**src/logic/gpib_init_pkg.sv**
```systemverilog
// shared constants, states and carriers of the bus and device clear block
package gpib_init_pkg;

  // ==========================================================================
  // bus command codes, sent with attention true
  localparam logic [7:0] CMD_GTL = 8'h01;
  localparam logic [7:0] CMD_SDC = 8'h04;
  localparam logic [7:0] CMD_GET = 8'h08;
  localparam logic [7:0] CMD_TCT = 8'h09;
  localparam logic [7:0] CMD_DCL = 8'h14;
  localparam logic [7:0] CMD_SPE = 8'h18;
  localparam logic [7:0] CMD_SPD = 8'h19;
  localparam logic [7:0] CMD_UNL = 8'h3f;
  localparam logic [7:0] CMD_UNT = 8'h5f;
  localparam logic [2:0] GRP_LISTEN = 3'h1;
  localparam logic [2:0] GRP_TALK = 3'h2;

  // ==========================================================================
  // buffer sizes and timing
  localparam int IBUF_DEPTH = 16;
  localparam int OQ_DEPTH = 16;
  localparam int CNT_W = 5;
  localparam int SYNC_STAGES = 2;
  localparam int IFC_IDLE_MAX_US = 100;
  localparam int CLK_MHZ = 50;
  localparam int IFC_IDLE_MAX_CYC = IFC_IDLE_MAX_US * CLK_MHZ;
  localparam int IFC_REACT_CYC = SYNC_STAGES + 1;

  // ==========================================================================
  // interface function states
  typedef enum logic [1:0] {T_IDLE, T_ADDR, T_ACTIVE} talk_st_t;
  typedef enum logic [1:0] {L_IDLE, L_ADDR, L_ACTIVE} lstn_st_t;
  typedef enum logic [1:0] {C_IDLE, C_ACTIVE, C_SYS_ACTIVE} ctrl_st_t;
  typedef enum logic {HS_IDLE, HS_ARMED} hs_st_t;
  typedef enum logic {OPC_IDLE, OPC_ARMED} opc_st_t;

  // ==========================================================================
  // carriers
  typedef struct packed {
    logic valid;
    logic atn;
    logic [7:0] data;
  } bus_byte_t;

  typedef struct packed {
    logic ib_pop;
    logic out_push;
    logic out_pop;
    logic opc_cmd;
    logic opc_query;
    logic op_done;
    logic rst_cmd;
    logic rst_done;
    logic cpl_cmd;
    logic cpl_done;
  } core_ev_t;

  typedef struct packed {
    talk_st_t talker;
    lstn_st_t listener;
    ctrl_st_t ctrl;
    hs_st_t src_hs;
    hs_st_t acc_hs;
    logic serial_poll;
    logic remote;
  } fn_state_t;

  typedef struct packed {
    logic [CNT_W-1:0] ib_count;
    logic [CNT_W-1:0] oq_count;
    logic mav;
    logic esr_opc;
    opc_st_t opc_cmd_st;
    opc_st_t opc_qry_st;
    logic rst_pend;
    logic cpl_pend;
  } msg_state_t;

endpackage

```
**src/logic/gpib_init.sv**
```systemverilog
// bus initialisation and device clear handling of the instrument bus port
//
// Contract
// - interface clear returns talker, listener, handshake and serial poll functions to their initial state.
// - clear resets handshakes, talker, listener, controller; part of service request only.
// - interface clear never starts device clear or device reset.
// - talker and listener reach idle within 100 us of interface clear.
// - non system-active controller goes idle within 100 us of interface clear.
// - interface clear keeps service request line, ends serial poll mode.
// - remote state survives interface clear.
// - universal clear acts on every device regardless of addressing.
// - device clear empties input buffer and output queue.
// - device clear resets parser, execution controller and response formatter.
// - device clear cancels interfering queued commands, pending reset included.
// - device clear discards coupled messages and queries awaiting execution.
// - device clear idles completion command tracking; no event bit set later.
// - device clear idles completion query tracking and clears message available.
// - after device clear message exchange idles, waiting for new messages.
// - device clear keeps settings, data, panel, operation and other status bits.
`timescale 1ns/1ps

module gpib_init (
  input wire logic sys_clk,
  input wire logic rst_b,
  input wire logic ifc_b,
  input wire logic ren_b,
  input wire gpib_init_pkg::bus_byte_t bus_byte,
  input wire logic [4:0] my_addr,
  input wire logic sys_ctrl,
  input wire logic srq_req,
  input wire gpib_init_pkg::core_ev_t core_ev,
  output gpib_init_pkg::fn_state_t fn_state,
  output gpib_init_pkg::msg_state_t msg_state,
  output logic msg_clear,
  output logic trigger,
  output logic srq_o,
  output logic srq_oe
);

  // ==========================================================================
  // pin synchronisation
  logic [1:0] pin_lvl;
  logic ifc_act;
  logic ren_act;

  pin_sync #(
    .WIDTH(2)
  ) u_sync (
    .sys_clk(sys_clk),
    .rst_b(rst_b),
    .pin({ren_b, ifc_b}),
    .level(pin_lvl)
  );

  assign ifc_act = ~pin_lvl[0];
  assign ren_act = ~pin_lvl[1];

  // ==========================================================================
  // state registers
  gpib_init_pkg::talk_st_t talk_r;
  gpib_init_pkg::talk_st_t talk_nxt;
  gpib_init_pkg::lstn_st_t lstn_r;
  gpib_init_pkg::lstn_st_t lstn_nxt;
  gpib_init_pkg::ctrl_st_t ctrl_r;
  gpib_init_pkg::hs_st_t sh_r;
  gpib_init_pkg::hs_st_t ah_r;
  gpib_init_pkg::opc_st_t oc_r;
  gpib_init_pkg::opc_st_t oq_r;
  logic spms_r;
  logic remote_r;
  logic [gpib_init_pkg::CNT_W-1:0] ib_cnt_r;
  logic [gpib_init_pkg::CNT_W-1:0] oq_cnt_r;
  logic esr_opc_r;
  logic rst_pend_r;
  logic cpl_pend_r;
  logic clear_r;
  logic trig_r;
  logic srq_r;

  // ==========================================================================
  // command decode
  logic cmd_v;
  logic data_v;
  logic [7:0] cb;
  logic my_listen;
  logic my_talk;
  logic other_talk;
  logic is_unl;
  logic is_unt;
  logic lstn_addr;
  logic dcl_hit;
  logic sdc_hit;
  logic dev_clr;

  assign cb = bus_byte.data;
  assign cmd_v = bus_byte.valid & bus_byte.atn;
  assign data_v = bus_byte.valid & ~bus_byte.atn;
  assign my_listen = cmd_v & (cb[7:5] == gpib_init_pkg::GRP_LISTEN) & (cb[4:0] == my_addr);
  assign my_talk = cmd_v & (cb[7:5] == gpib_init_pkg::GRP_TALK) & (cb[4:0] == my_addr);
  assign other_talk = cmd_v & (cb[7:5] == gpib_init_pkg::GRP_TALK) & (cb[4:0] != my_addr);
  assign is_unl = cmd_v & (cb == gpib_init_pkg::CMD_UNL);
  assign is_unt = cmd_v & (cb == gpib_init_pkg::CMD_UNT);
  assign lstn_addr = (lstn_r != gpib_init_pkg::L_IDLE);
  assign dcl_hit = cmd_v & (cb == gpib_init_pkg::CMD_DCL);
  assign sdc_hit = cmd_v & (cb == gpib_init_pkg::CMD_SDC) & lstn_addr;
  // interface clear is not a source of device clear
  assign dev_clr = (dcl_hit | sdc_hit) & ~ifc_act;

  // ==========================================================================
  // talker function
  always_comb begin
    talk_nxt = talk_r;
    case (talk_r)
      gpib_init_pkg::T_IDLE: begin
        if (my_talk) begin
          talk_nxt = gpib_init_pkg::T_ADDR;
        end
      end
      gpib_init_pkg::T_ADDR, gpib_init_pkg::T_ACTIVE: begin
        if (is_unt || other_talk) begin
          talk_nxt = gpib_init_pkg::T_IDLE;
        end else if (bus_byte.valid) begin
          talk_nxt = bus_byte.atn ? gpib_init_pkg::T_ADDR : talk_r;
        end else if (!bus_byte.atn) begin
          talk_nxt = gpib_init_pkg::T_ACTIVE;
        end
      end
      default: talk_nxt = gpib_init_pkg::T_IDLE;
    endcase
  end

  always_ff @(posedge sys_clk) begin
    if (!rst_b) begin
      talk_r <= gpib_init_pkg::T_IDLE;
    end else if (ifc_act) begin
      talk_r <= gpib_init_pkg::T_IDLE;
    end else begin
      talk_r <= talk_nxt;
    end
  end

  // ==========================================================================
  // listener function
  always_comb begin
    lstn_nxt = lstn_r;
    case (lstn_r)
      gpib_init_pkg::L_IDLE: begin
        if (my_listen) begin
          lstn_nxt = gpib_init_pkg::L_ADDR;
        end
      end
      gpib_init_pkg::L_ADDR, gpib_init_pkg::L_ACTIVE: begin
        if (is_unl) begin
          lstn_nxt = gpib_init_pkg::L_IDLE;
        end else if (bus_byte.valid) begin
          lstn_nxt = bus_byte.atn ? gpib_init_pkg::L_ADDR : gpib_init_pkg::L_ACTIVE;
        end
      end
      default: lstn_nxt = gpib_init_pkg::L_IDLE;
    endcase
  end

  always_ff @(posedge sys_clk) begin
    if (!rst_b) begin
      lstn_r <= gpib_init_pkg::L_IDLE;
    end else if (ifc_act) begin
      lstn_r <= gpib_init_pkg::L_IDLE;
    end else begin
      lstn_r <= lstn_nxt;
    end
  end

  // ==========================================================================
  // controller function
  always_ff @(posedge sys_clk) begin
    if (!rst_b) begin
      ctrl_r <= gpib_init_pkg::C_IDLE;
    end else if (ifc_act) begin
      // the system controller keeps or regains control, others idle
      ctrl_r <= sys_ctrl ? gpib_init_pkg::C_SYS_ACTIVE : gpib_init_pkg::C_IDLE;
    end else if (cmd_v && cb == gpib_init_pkg::CMD_TCT) begin
      if (talk_r != gpib_init_pkg::T_IDLE) begin
        ctrl_r <= gpib_init_pkg::C_ACTIVE;
      end else if (ctrl_r != gpib_init_pkg::C_SYS_ACTIVE) begin
        ctrl_r <= gpib_init_pkg::C_IDLE;
      end
    end
  end

  // ==========================================================================
  // source and acceptor handshakes
  always_ff @(posedge sys_clk) begin
    if (!rst_b) begin
      sh_r <= gpib_init_pkg::HS_IDLE;
    end else if (ifc_act) begin
      sh_r <= gpib_init_pkg::HS_IDLE;
    end else begin
      sh_r <= (talk_nxt == gpib_init_pkg::T_ACTIVE) ? gpib_init_pkg::HS_ARMED : gpib_init_pkg::HS_IDLE;
    end
  end

  always_ff @(posedge sys_clk) begin
    if (!rst_b) begin
      ah_r <= gpib_init_pkg::HS_IDLE;
    end else if (ifc_act) begin
      ah_r <= gpib_init_pkg::HS_IDLE;
    end else begin
      ah_r <= (lstn_nxt != gpib_init_pkg::L_IDLE) ? gpib_init_pkg::HS_ARMED : gpib_init_pkg::HS_IDLE;
    end
  end

  // ==========================================================================
  // serial poll mode, the part of service request that clear touches
  always_ff @(posedge sys_clk) begin
    if (!rst_b) begin
      spms_r <= 1'b0;
    end else if (ifc_act) begin
      spms_r <= 1'b0;
    end else if (cmd_v && cb == gpib_init_pkg::CMD_SPE) begin
      spms_r <= 1'b1;
    end else if (cmd_v && cb == gpib_init_pkg::CMD_SPD) begin
      spms_r <= 1'b0;
    end
  end

  // service request line follows the status core only
  always_ff @(posedge sys_clk) begin
    if (!rst_b) begin
      srq_r <= 1'b0;
    end else begin
      srq_r <= srq_req;
    end
  end

  // ==========================================================================
  // remote and local, untouched by interface clear
  always_ff @(posedge sys_clk) begin
    if (!rst_b) begin
      remote_r <= 1'b0;
    end else if (!ren_act) begin
      remote_r <= 1'b0;
    end else if (my_listen) begin
      remote_r <= 1'b1;
    end else if (cmd_v && cb == gpib_init_pkg::CMD_GTL && lstn_addr) begin
      remote_r <= 1'b0;
    end
  end

  // ==========================================================================
  // device trigger, untouched by interface clear
  always_ff @(posedge sys_clk) begin
    if (!rst_b) begin
      trig_r <= 1'b0;
    end else begin
      trig_r <= cmd_v & (cb == gpib_init_pkg::CMD_GET) & lstn_addr;
    end
  end

  // ==========================================================================
  // message exchange reset pulse to parser, executor and formatter
  always_ff @(posedge sys_clk) begin
    if (!rst_b) begin
      clear_r <= 1'b0;
    end else begin
      clear_r <= dev_clr;
    end
  end

  // ==========================================================================
  // input buffer occupancy
  logic ib_push;
  logic ib_pop;

  assign ib_push = data_v & lstn_addr & (ib_cnt_r != gpib_init_pkg::CNT_W'(gpib_init_pkg::IBUF_DEPTH));
  assign ib_pop = core_ev.ib_pop & (ib_cnt_r != '0);

  always_ff @(posedge sys_clk) begin
    if (!rst_b) begin
      ib_cnt_r <= '0;
    end else if (dev_clr) begin
      ib_cnt_r <= '0;
    end else if (ib_push && !ib_pop) begin
      ib_cnt_r <= ib_cnt_r + 1'b1;
    end else if (ib_pop && !ib_push) begin
      ib_cnt_r <= ib_cnt_r - 1'b1;
    end
  end

  // ==========================================================================
  // output queue occupancy; a completion reply counts as one entry
  logic oq_push;
  logic oq_pop;
  logic oq_full;

  assign oq_full = (oq_cnt_r == gpib_init_pkg::CNT_W'(gpib_init_pkg::OQ_DEPTH));
  assign oq_push = (core_ev.out_push | (oq_r == gpib_init_pkg::OPC_ARMED & core_ev.op_done)) & ~oq_full;
  assign oq_pop = core_ev.out_pop & (talk_r == gpib_init_pkg::T_ACTIVE) & (oq_cnt_r != '0);

  always_ff @(posedge sys_clk) begin
    if (!rst_b) begin
      oq_cnt_r <= '0;
    end else if (dev_clr) begin
      oq_cnt_r <= '0;
    end else if (oq_push && !oq_pop) begin
      oq_cnt_r <= oq_cnt_r + 1'b1;
    end else if (oq_pop && !oq_push) begin
      oq_cnt_r <= oq_cnt_r - 1'b1;
    end
  end

  // ==========================================================================
  // completion command tracking
  always_ff @(posedge sys_clk) begin
    if (!rst_b) begin
      oc_r <= gpib_init_pkg::OPC_IDLE;
    end else if (dev_clr) begin
      oc_r <= gpib_init_pkg::OPC_IDLE;
    end else if (core_ev.opc_cmd) begin
      oc_r <= gpib_init_pkg::OPC_ARMED;
    end else if (core_ev.op_done) begin
      oc_r <= gpib_init_pkg::OPC_IDLE;
    end
  end

  // event bit is sticky and survives device clear
  always_ff @(posedge sys_clk) begin
    if (!rst_b) begin
      esr_opc_r <= 1'b0;
    end else if (oc_r == gpib_init_pkg::OPC_ARMED && core_ev.op_done && !dev_clr) begin
      esr_opc_r <= 1'b1;
    end
  end

  // ==========================================================================
  // completion query tracking
  always_ff @(posedge sys_clk) begin
    if (!rst_b) begin
      oq_r <= gpib_init_pkg::OPC_IDLE;
    end else if (dev_clr) begin
      oq_r <= gpib_init_pkg::OPC_IDLE;
    end else if (core_ev.opc_query) begin
      oq_r <= gpib_init_pkg::OPC_ARMED;
    end else if (core_ev.op_done) begin
      oq_r <= gpib_init_pkg::OPC_IDLE;
    end
  end

  // ==========================================================================
  // pending reset and coupled messages
  always_ff @(posedge sys_clk) begin
    if (!rst_b) begin
      rst_pend_r <= 1'b0;
    end else if (dev_clr) begin
      rst_pend_r <= 1'b0;
    end else if (core_ev.rst_cmd) begin
      rst_pend_r <= 1'b1;
    end else if (core_ev.rst_done) begin
      rst_pend_r <= 1'b0;
    end
  end

  always_ff @(posedge sys_clk) begin
    if (!rst_b) begin
      cpl_pend_r <= 1'b0;
    end else if (dev_clr) begin
      cpl_pend_r <= 1'b0;
    end else if (core_ev.cpl_cmd) begin
      cpl_pend_r <= 1'b1;
    end else if (core_ev.cpl_done) begin
      cpl_pend_r <= 1'b0;
    end
  end

  // ==========================================================================
  // outputs
  assign fn_state.talker = talk_r;
  assign fn_state.listener = lstn_r;
  assign fn_state.ctrl = ctrl_r;
  assign fn_state.src_hs = sh_r;
  assign fn_state.acc_hs = ah_r;
  assign fn_state.serial_poll = spms_r;
  assign fn_state.remote = remote_r;
  assign msg_state.ib_count = ib_cnt_r;
  assign msg_state.oq_count = oq_cnt_r;
  // message available is the queue being non-empty
  assign msg_state.mav = (oq_cnt_r != '0);
  assign msg_state.esr_opc = esr_opc_r;
  assign msg_state.opc_cmd_st = oc_r;
  assign msg_state.opc_qry_st = oq_r;
  assign msg_state.rst_pend = rst_pend_r;
  assign msg_state.cpl_pend = cpl_pend_r;
  assign msg_clear = clear_r;
  assign trigger = trig_r;
  assign srq_o = 1'b0;
  assign srq_oe = srq_r;

endmodule

```
**src/logic/pin_sync.sv**
```systemverilog
// two-stage synchroniser for pin levels
`timescale 1ns/1ps

module pin_sync #(
  parameter int WIDTH = 2
) (
  input wire logic sys_clk,
  input wire logic rst_b,
  input wire logic [WIDTH-1:0] pin,
  output logic [WIDTH-1:0] level
);

  // ==========================================================================
  // per bit flop pair, idle high since the pins are active low
  logic [WIDTH-1:0] meta_r;
  logic [WIDTH-1:0] sync_r;

  genvar i;
  generate
    for (i = 0; i < WIDTH; i++) begin : g_bit
      always_ff @(posedge sys_clk) begin
        if (!rst_b) begin
          meta_r[i] <= 1'b1;
          sync_r[i] <= 1'b1;
        end else begin
          meta_r[i] <= pin[i];
          sync_r[i] <= meta_r[i];
        end
      end
    end
  endgenerate

  assign level = sync_r;

endmodule

```
**config.mk**
```make
export PLATFORM = sky130hd
export DESIGN_NAME = gpib_init
export DESIGN_NICKNAME = d
export VERILOG_FILES = /design/src/logic/gpib_init_pkg.sv /design/src/logic/gpib_init.sv /design/src/logic/pin_sync.sv
export SDC_FILE = /design/constraint.sdc
export NUM_CORES = 1
export LEC_CHECK = 0
export BUFFER_PORTS_ARGS = -buffer_cell sky130_fd_sc_hd__buf_2
export CAP_MARGIN = 20
export CORE_AREA = 5 5 84 86
export DETAILED_ROUTE_END_ITERATION = 10
export DIE_AREA = 0 0 89 91
export GPL_ROUTABILITY_DRIVEN = 0
export PLACE_DENSITY_LB_ADDON = 0.3
export SKIP_LAST_GASP = 1
export SLEW_MARGIN = 20
export SYNTH_ARGS = -nofsm -noshare
export SYNTH_HDL_FRONTEND = slang
export SYNTH_SLANG_ARGS = --single-unit
export TNS_END_PERCENT = 20
```
**constraint.sdc**
```tcl
create_clock -name sys_clk -period 4.4 [get_ports sys_clk]
set_input_delay 0.66 -clock sys_clk [delete_from_list [all_inputs] [get_ports sys_clk]]
set_output_delay 0.66 -clock sys_clk [all_outputs]
set_load 0.01 [all_outputs]
```
==> impl_metrics.env <==
export IMPL_yosys_warnings=0
export IMPL_grt_start_max_net_pins=15
export IMPL_arrival_ns=3.22
export IMPL_power_leakage_nw=1.04
export IMPL_coreArea_sq_mm=0.00620
export IMPL_synth_edf_count=0
export IMPL_dp_cells=323
export IMPL_r2r_end="ib_cnt_r[4]"
export IMPL_worst_pin_slew_ns=0.647
export IMPL_slew_violations=0
export IMPL_synth_nets=247
export IMPL_yosysTopAreaCell="dfxtp_1"
export IMPL_synth_cell_area_sq_mm=0.00179
export IMPL_antenna_found_initial=0
export IMPL_avgSynthCellArea_sq_um=8.91
export IMPL_wl_per_cell_um=12.9
export IMPL_viasPerCell=4.57
export IMPL_place_area_sq_mm=0.00209
export IMPL_fin_crit_ns=3.01
export IMPL_die_h_um=91
export IMPL_synth_area_leaders="dfxtp_1 36%, ha_1 9.1%, nor2_1 5.0%"
export IMPL_setup_tns_final_ns=0
export IMPL_whs_ns=0.392
export IMPL_max_slew_margin_pct=56.5
export IMPL_worst_hold_path_endpoint="remote_r"
export IMPL_grt_pass1_wl_um=7100
export IMPL_synth_xor_area_share_pct=6.36
export IMPL_drive_above_1_share_pct=27.6
export IMPL_critPathBufInv=2
export IMPL_track_usage_pct=11.2
export IMPL_fin_crit_sh_pct=68.4
export IMPL_synth_fa_ha_area_share_pct=12.4
export IMPL_worstPathCellList="inv_1 -> ha_1 -> a2111oi_0 -> ha_1 -> inv_1 -> fa_1 -> a21o_1 -> a21oi_1 -> xnor2_1 -> or3_1 -> a21oi_1"
export IMPL_worstSetupEndpointType="register"
export IMPL_diodes=0
export IMPL_vias=1513
export IMPL_reg2reg_from="lstn_r[0]"
export IMPL_cp_max_fo=6
export IMPL_row_count=29
export IMPL_synthArstFlopShare_pct=0
export IMPL_num_fill_cells=640
export IMPL_synth_compound_area_share_pct=13.1
export IMPL_hpwl_um=3430
export IMPL_totalWireLength_um=4280
export IMPL_die_w_um=89
export IMPL_p_total_mw=0.930
export IMPL_clock_sinks=32
export IMPL_max_stage_delay_ns=0.51
export IMPL_peakVddDrop_uv=206
export IMPL_start_util_pct=28.9
export IMPL_die_area_sq_mm=0.00810
export IMPL_port_buffers=59
export IMPL_max_freq_mhz=332
export IMPL_post_cts_resized=0
export IMPL_yosys_area_share_simple_pct=20.8
export IMPL_syn_to_final_growth_pct=21.8
export IMPL_startpoint_type="register"
export IMPL_ys_seq_area_share_pct=35.8
export IMPL_synth_top_family_by_area="simple AND/OR/NAND/NOR gates"
export IMPL_worst_slack_ns=1.39
export IMPL_synth_flop_cell="dfxtp_1"
export IMPL_ant_nets=0
export IMPL_cts_buffers=5
export IMPL_clock_latency_ns=0.28
export IMPL_hold_buffers=0
export IMPL_status="finished, final reports clean"
export IMPL_reg2reg_depth=11
export IMPL_hold_path_startpoint="u_sync.level[1]"
export IMPL_hold_path_class="reg -> reg"
export IMPL_hold_violations=0
export IMPL_skew_ns=0.00677
export IMPL_max_cap_violations=0
export IMPL_cts_setup_buffers=0
export IMPL_synth_top_area_share_pct=35.8
export IMPL_cts_buffer_depth=2
export IMPL_required_ns=4.61
export IMPL_p_per_area_mw_per_mm2=427
export IMPL_multiInputGateArea_sq_mm=0.00101
export IMPL_design_area_sq_mm=0.00218
export IMPL_synthCells=201
export IMPL_regArea_sq_um=641
export IMPL_netlist_cell_type_count=47
export IMPL_htreeDepth=2
export IMPL_slowest_stage="a2111oi_0"
export IMPL_muxShareOfSynthArea_pct=3.35
export IMPL_drt_iter0_markers=36
export IMPL_fin_util_pct=35.1
export IMPL_r2r_slack_ns=1.39
export IMPL_nNetsFinal=299
export IMPL_layout_cells_non_filler=331
export IMPL_drtPass1Iterations=4
export IMPL_critical_path_top_delay_family="compound AO/OA/AOI/OAI gates"
export IMPL_gr_total_overflow=0
export IMPL_clk_pin_slew_ns=0.07
export IMPL_rsz0062_at_grt="false"
export IMPL_ys_ff_latch=32
export IMPL_num_io_pins=61
export IMPL_ctsRootBufferMaster="clkbuf_8"
export IMPL_setup_violations=0
export IMPL_holdPathStages=1
export IMPL_grt_pass1_vias=1523
export IMPL_drc=0
export IMPL_path_class="reg -> reg"
export IMPL_dp_slack_ns=1.36
export IMPL_cts_tree="done"
metal layers:
layer / GRT usage [%] / vias up / routed length [um] / part of all wire, %
met4: 4.96 / 0 / 68 / 1.6
met5: 0 / - / 0 / 0
met2: 17.1 / 33 / 1950 / 45
met1: 13.9 / 686 / 1980 / 46
li1: - / 788 / - / -
met3: 4.25 / 6 / 283 / 6.6
kinds of logic (layout without fill, tap and decap cells):
logic type | after synthesis | after routing
XOR/XNOR | 13 | 13
buffers and inverters | 28 | 81
other | 1 | 1
flip-flops | 32 | 32
AO/OA/AOI/OAI | 36 | 36
multiplexers | 6 | 6
AND/OR/NAND/NOR | 68 | 68
adder cells (fa/ha/maj) | 17 | 17
synth_stat cells, drive strengths merged (5+ instances only):
library cell,number
mux2i,6
inv,14
nand2b,8
buf,13
ha,13
nor2,24
xnor2,10
o21ai,5
nand2,8
dfxtp,32
a21oi,17
nor4,6
how the worst max path moves through the flow:
stage,from,cells after the start,endpoint,slack [ns]
2_1_floorplan,lstn_r[0],11,ib_cnt_r[4],1.70
3_3_place_gp,bus_byte[9],11,ib_cnt_r[4],1.40
3_5_place_dp,bus_byte[9],11,ib_cnt_r[4],1.36
4_1_cts,lstn_r[0],11,ib_cnt_r[4],1.41
5_1_grt,lstn_r[1],11,ib_cnt_r[4],1.32
6_report,lstn_r[0],11,ib_cnt_r[4],1.39
flip-flops by register name, summed over array words and instances, names as in the netlist, 2 cells and up:
register	flops
oq_cnt_r	5
u_sync.level	2
ib_cnt_r	5
ctrl_r	2
lstn_r	2
u_sync.meta_r	2
talk_r	2
final cells by class:
class,count,area share [%]
multi-input cells,141,46.1
flip-flops and latches,32,29.4
repair buffers,59,13.5
well taps,77,4.42
clock buffers,8,4.13
inverters,14,2.41
cell usage in the layout (no fill, tap or decap), types with 2 or more instances in the layout:
master / count
buf_2: 59
nand4b_1: 3
clkbuf_1: 2
o21ai_0: 4
xor2_1: 3
nor3_1: 3
nand2_1: 8
xnor2_1: 10
maj3_1: 2
ha_1: 13
clkbuf_8: 6
nor2_1: 24
fa_1: 2
a21oi_1: 16
dfxtp_1: 32
a21o_1: 4
nand3_1: 4
nand2b_1: 8
mux2i_1: 6
inv_1: 14
or3_1: 2
nor4_1: 5
power breakdown:
group | internal (mW) | total (mW) | leakage, nW | switching [mW]
Clock | 0.127 | 0.232 | 0.0455 | 0.104
Combinational | 0.165 | 0.332 | 0.733 | 0.167
Sequential | 0.325 | 0.366 | 0.262 | 0.0412
Total | 0.617 | 0.930 | 1.04 | 0.313
Power figures use the tool's default switching activity.
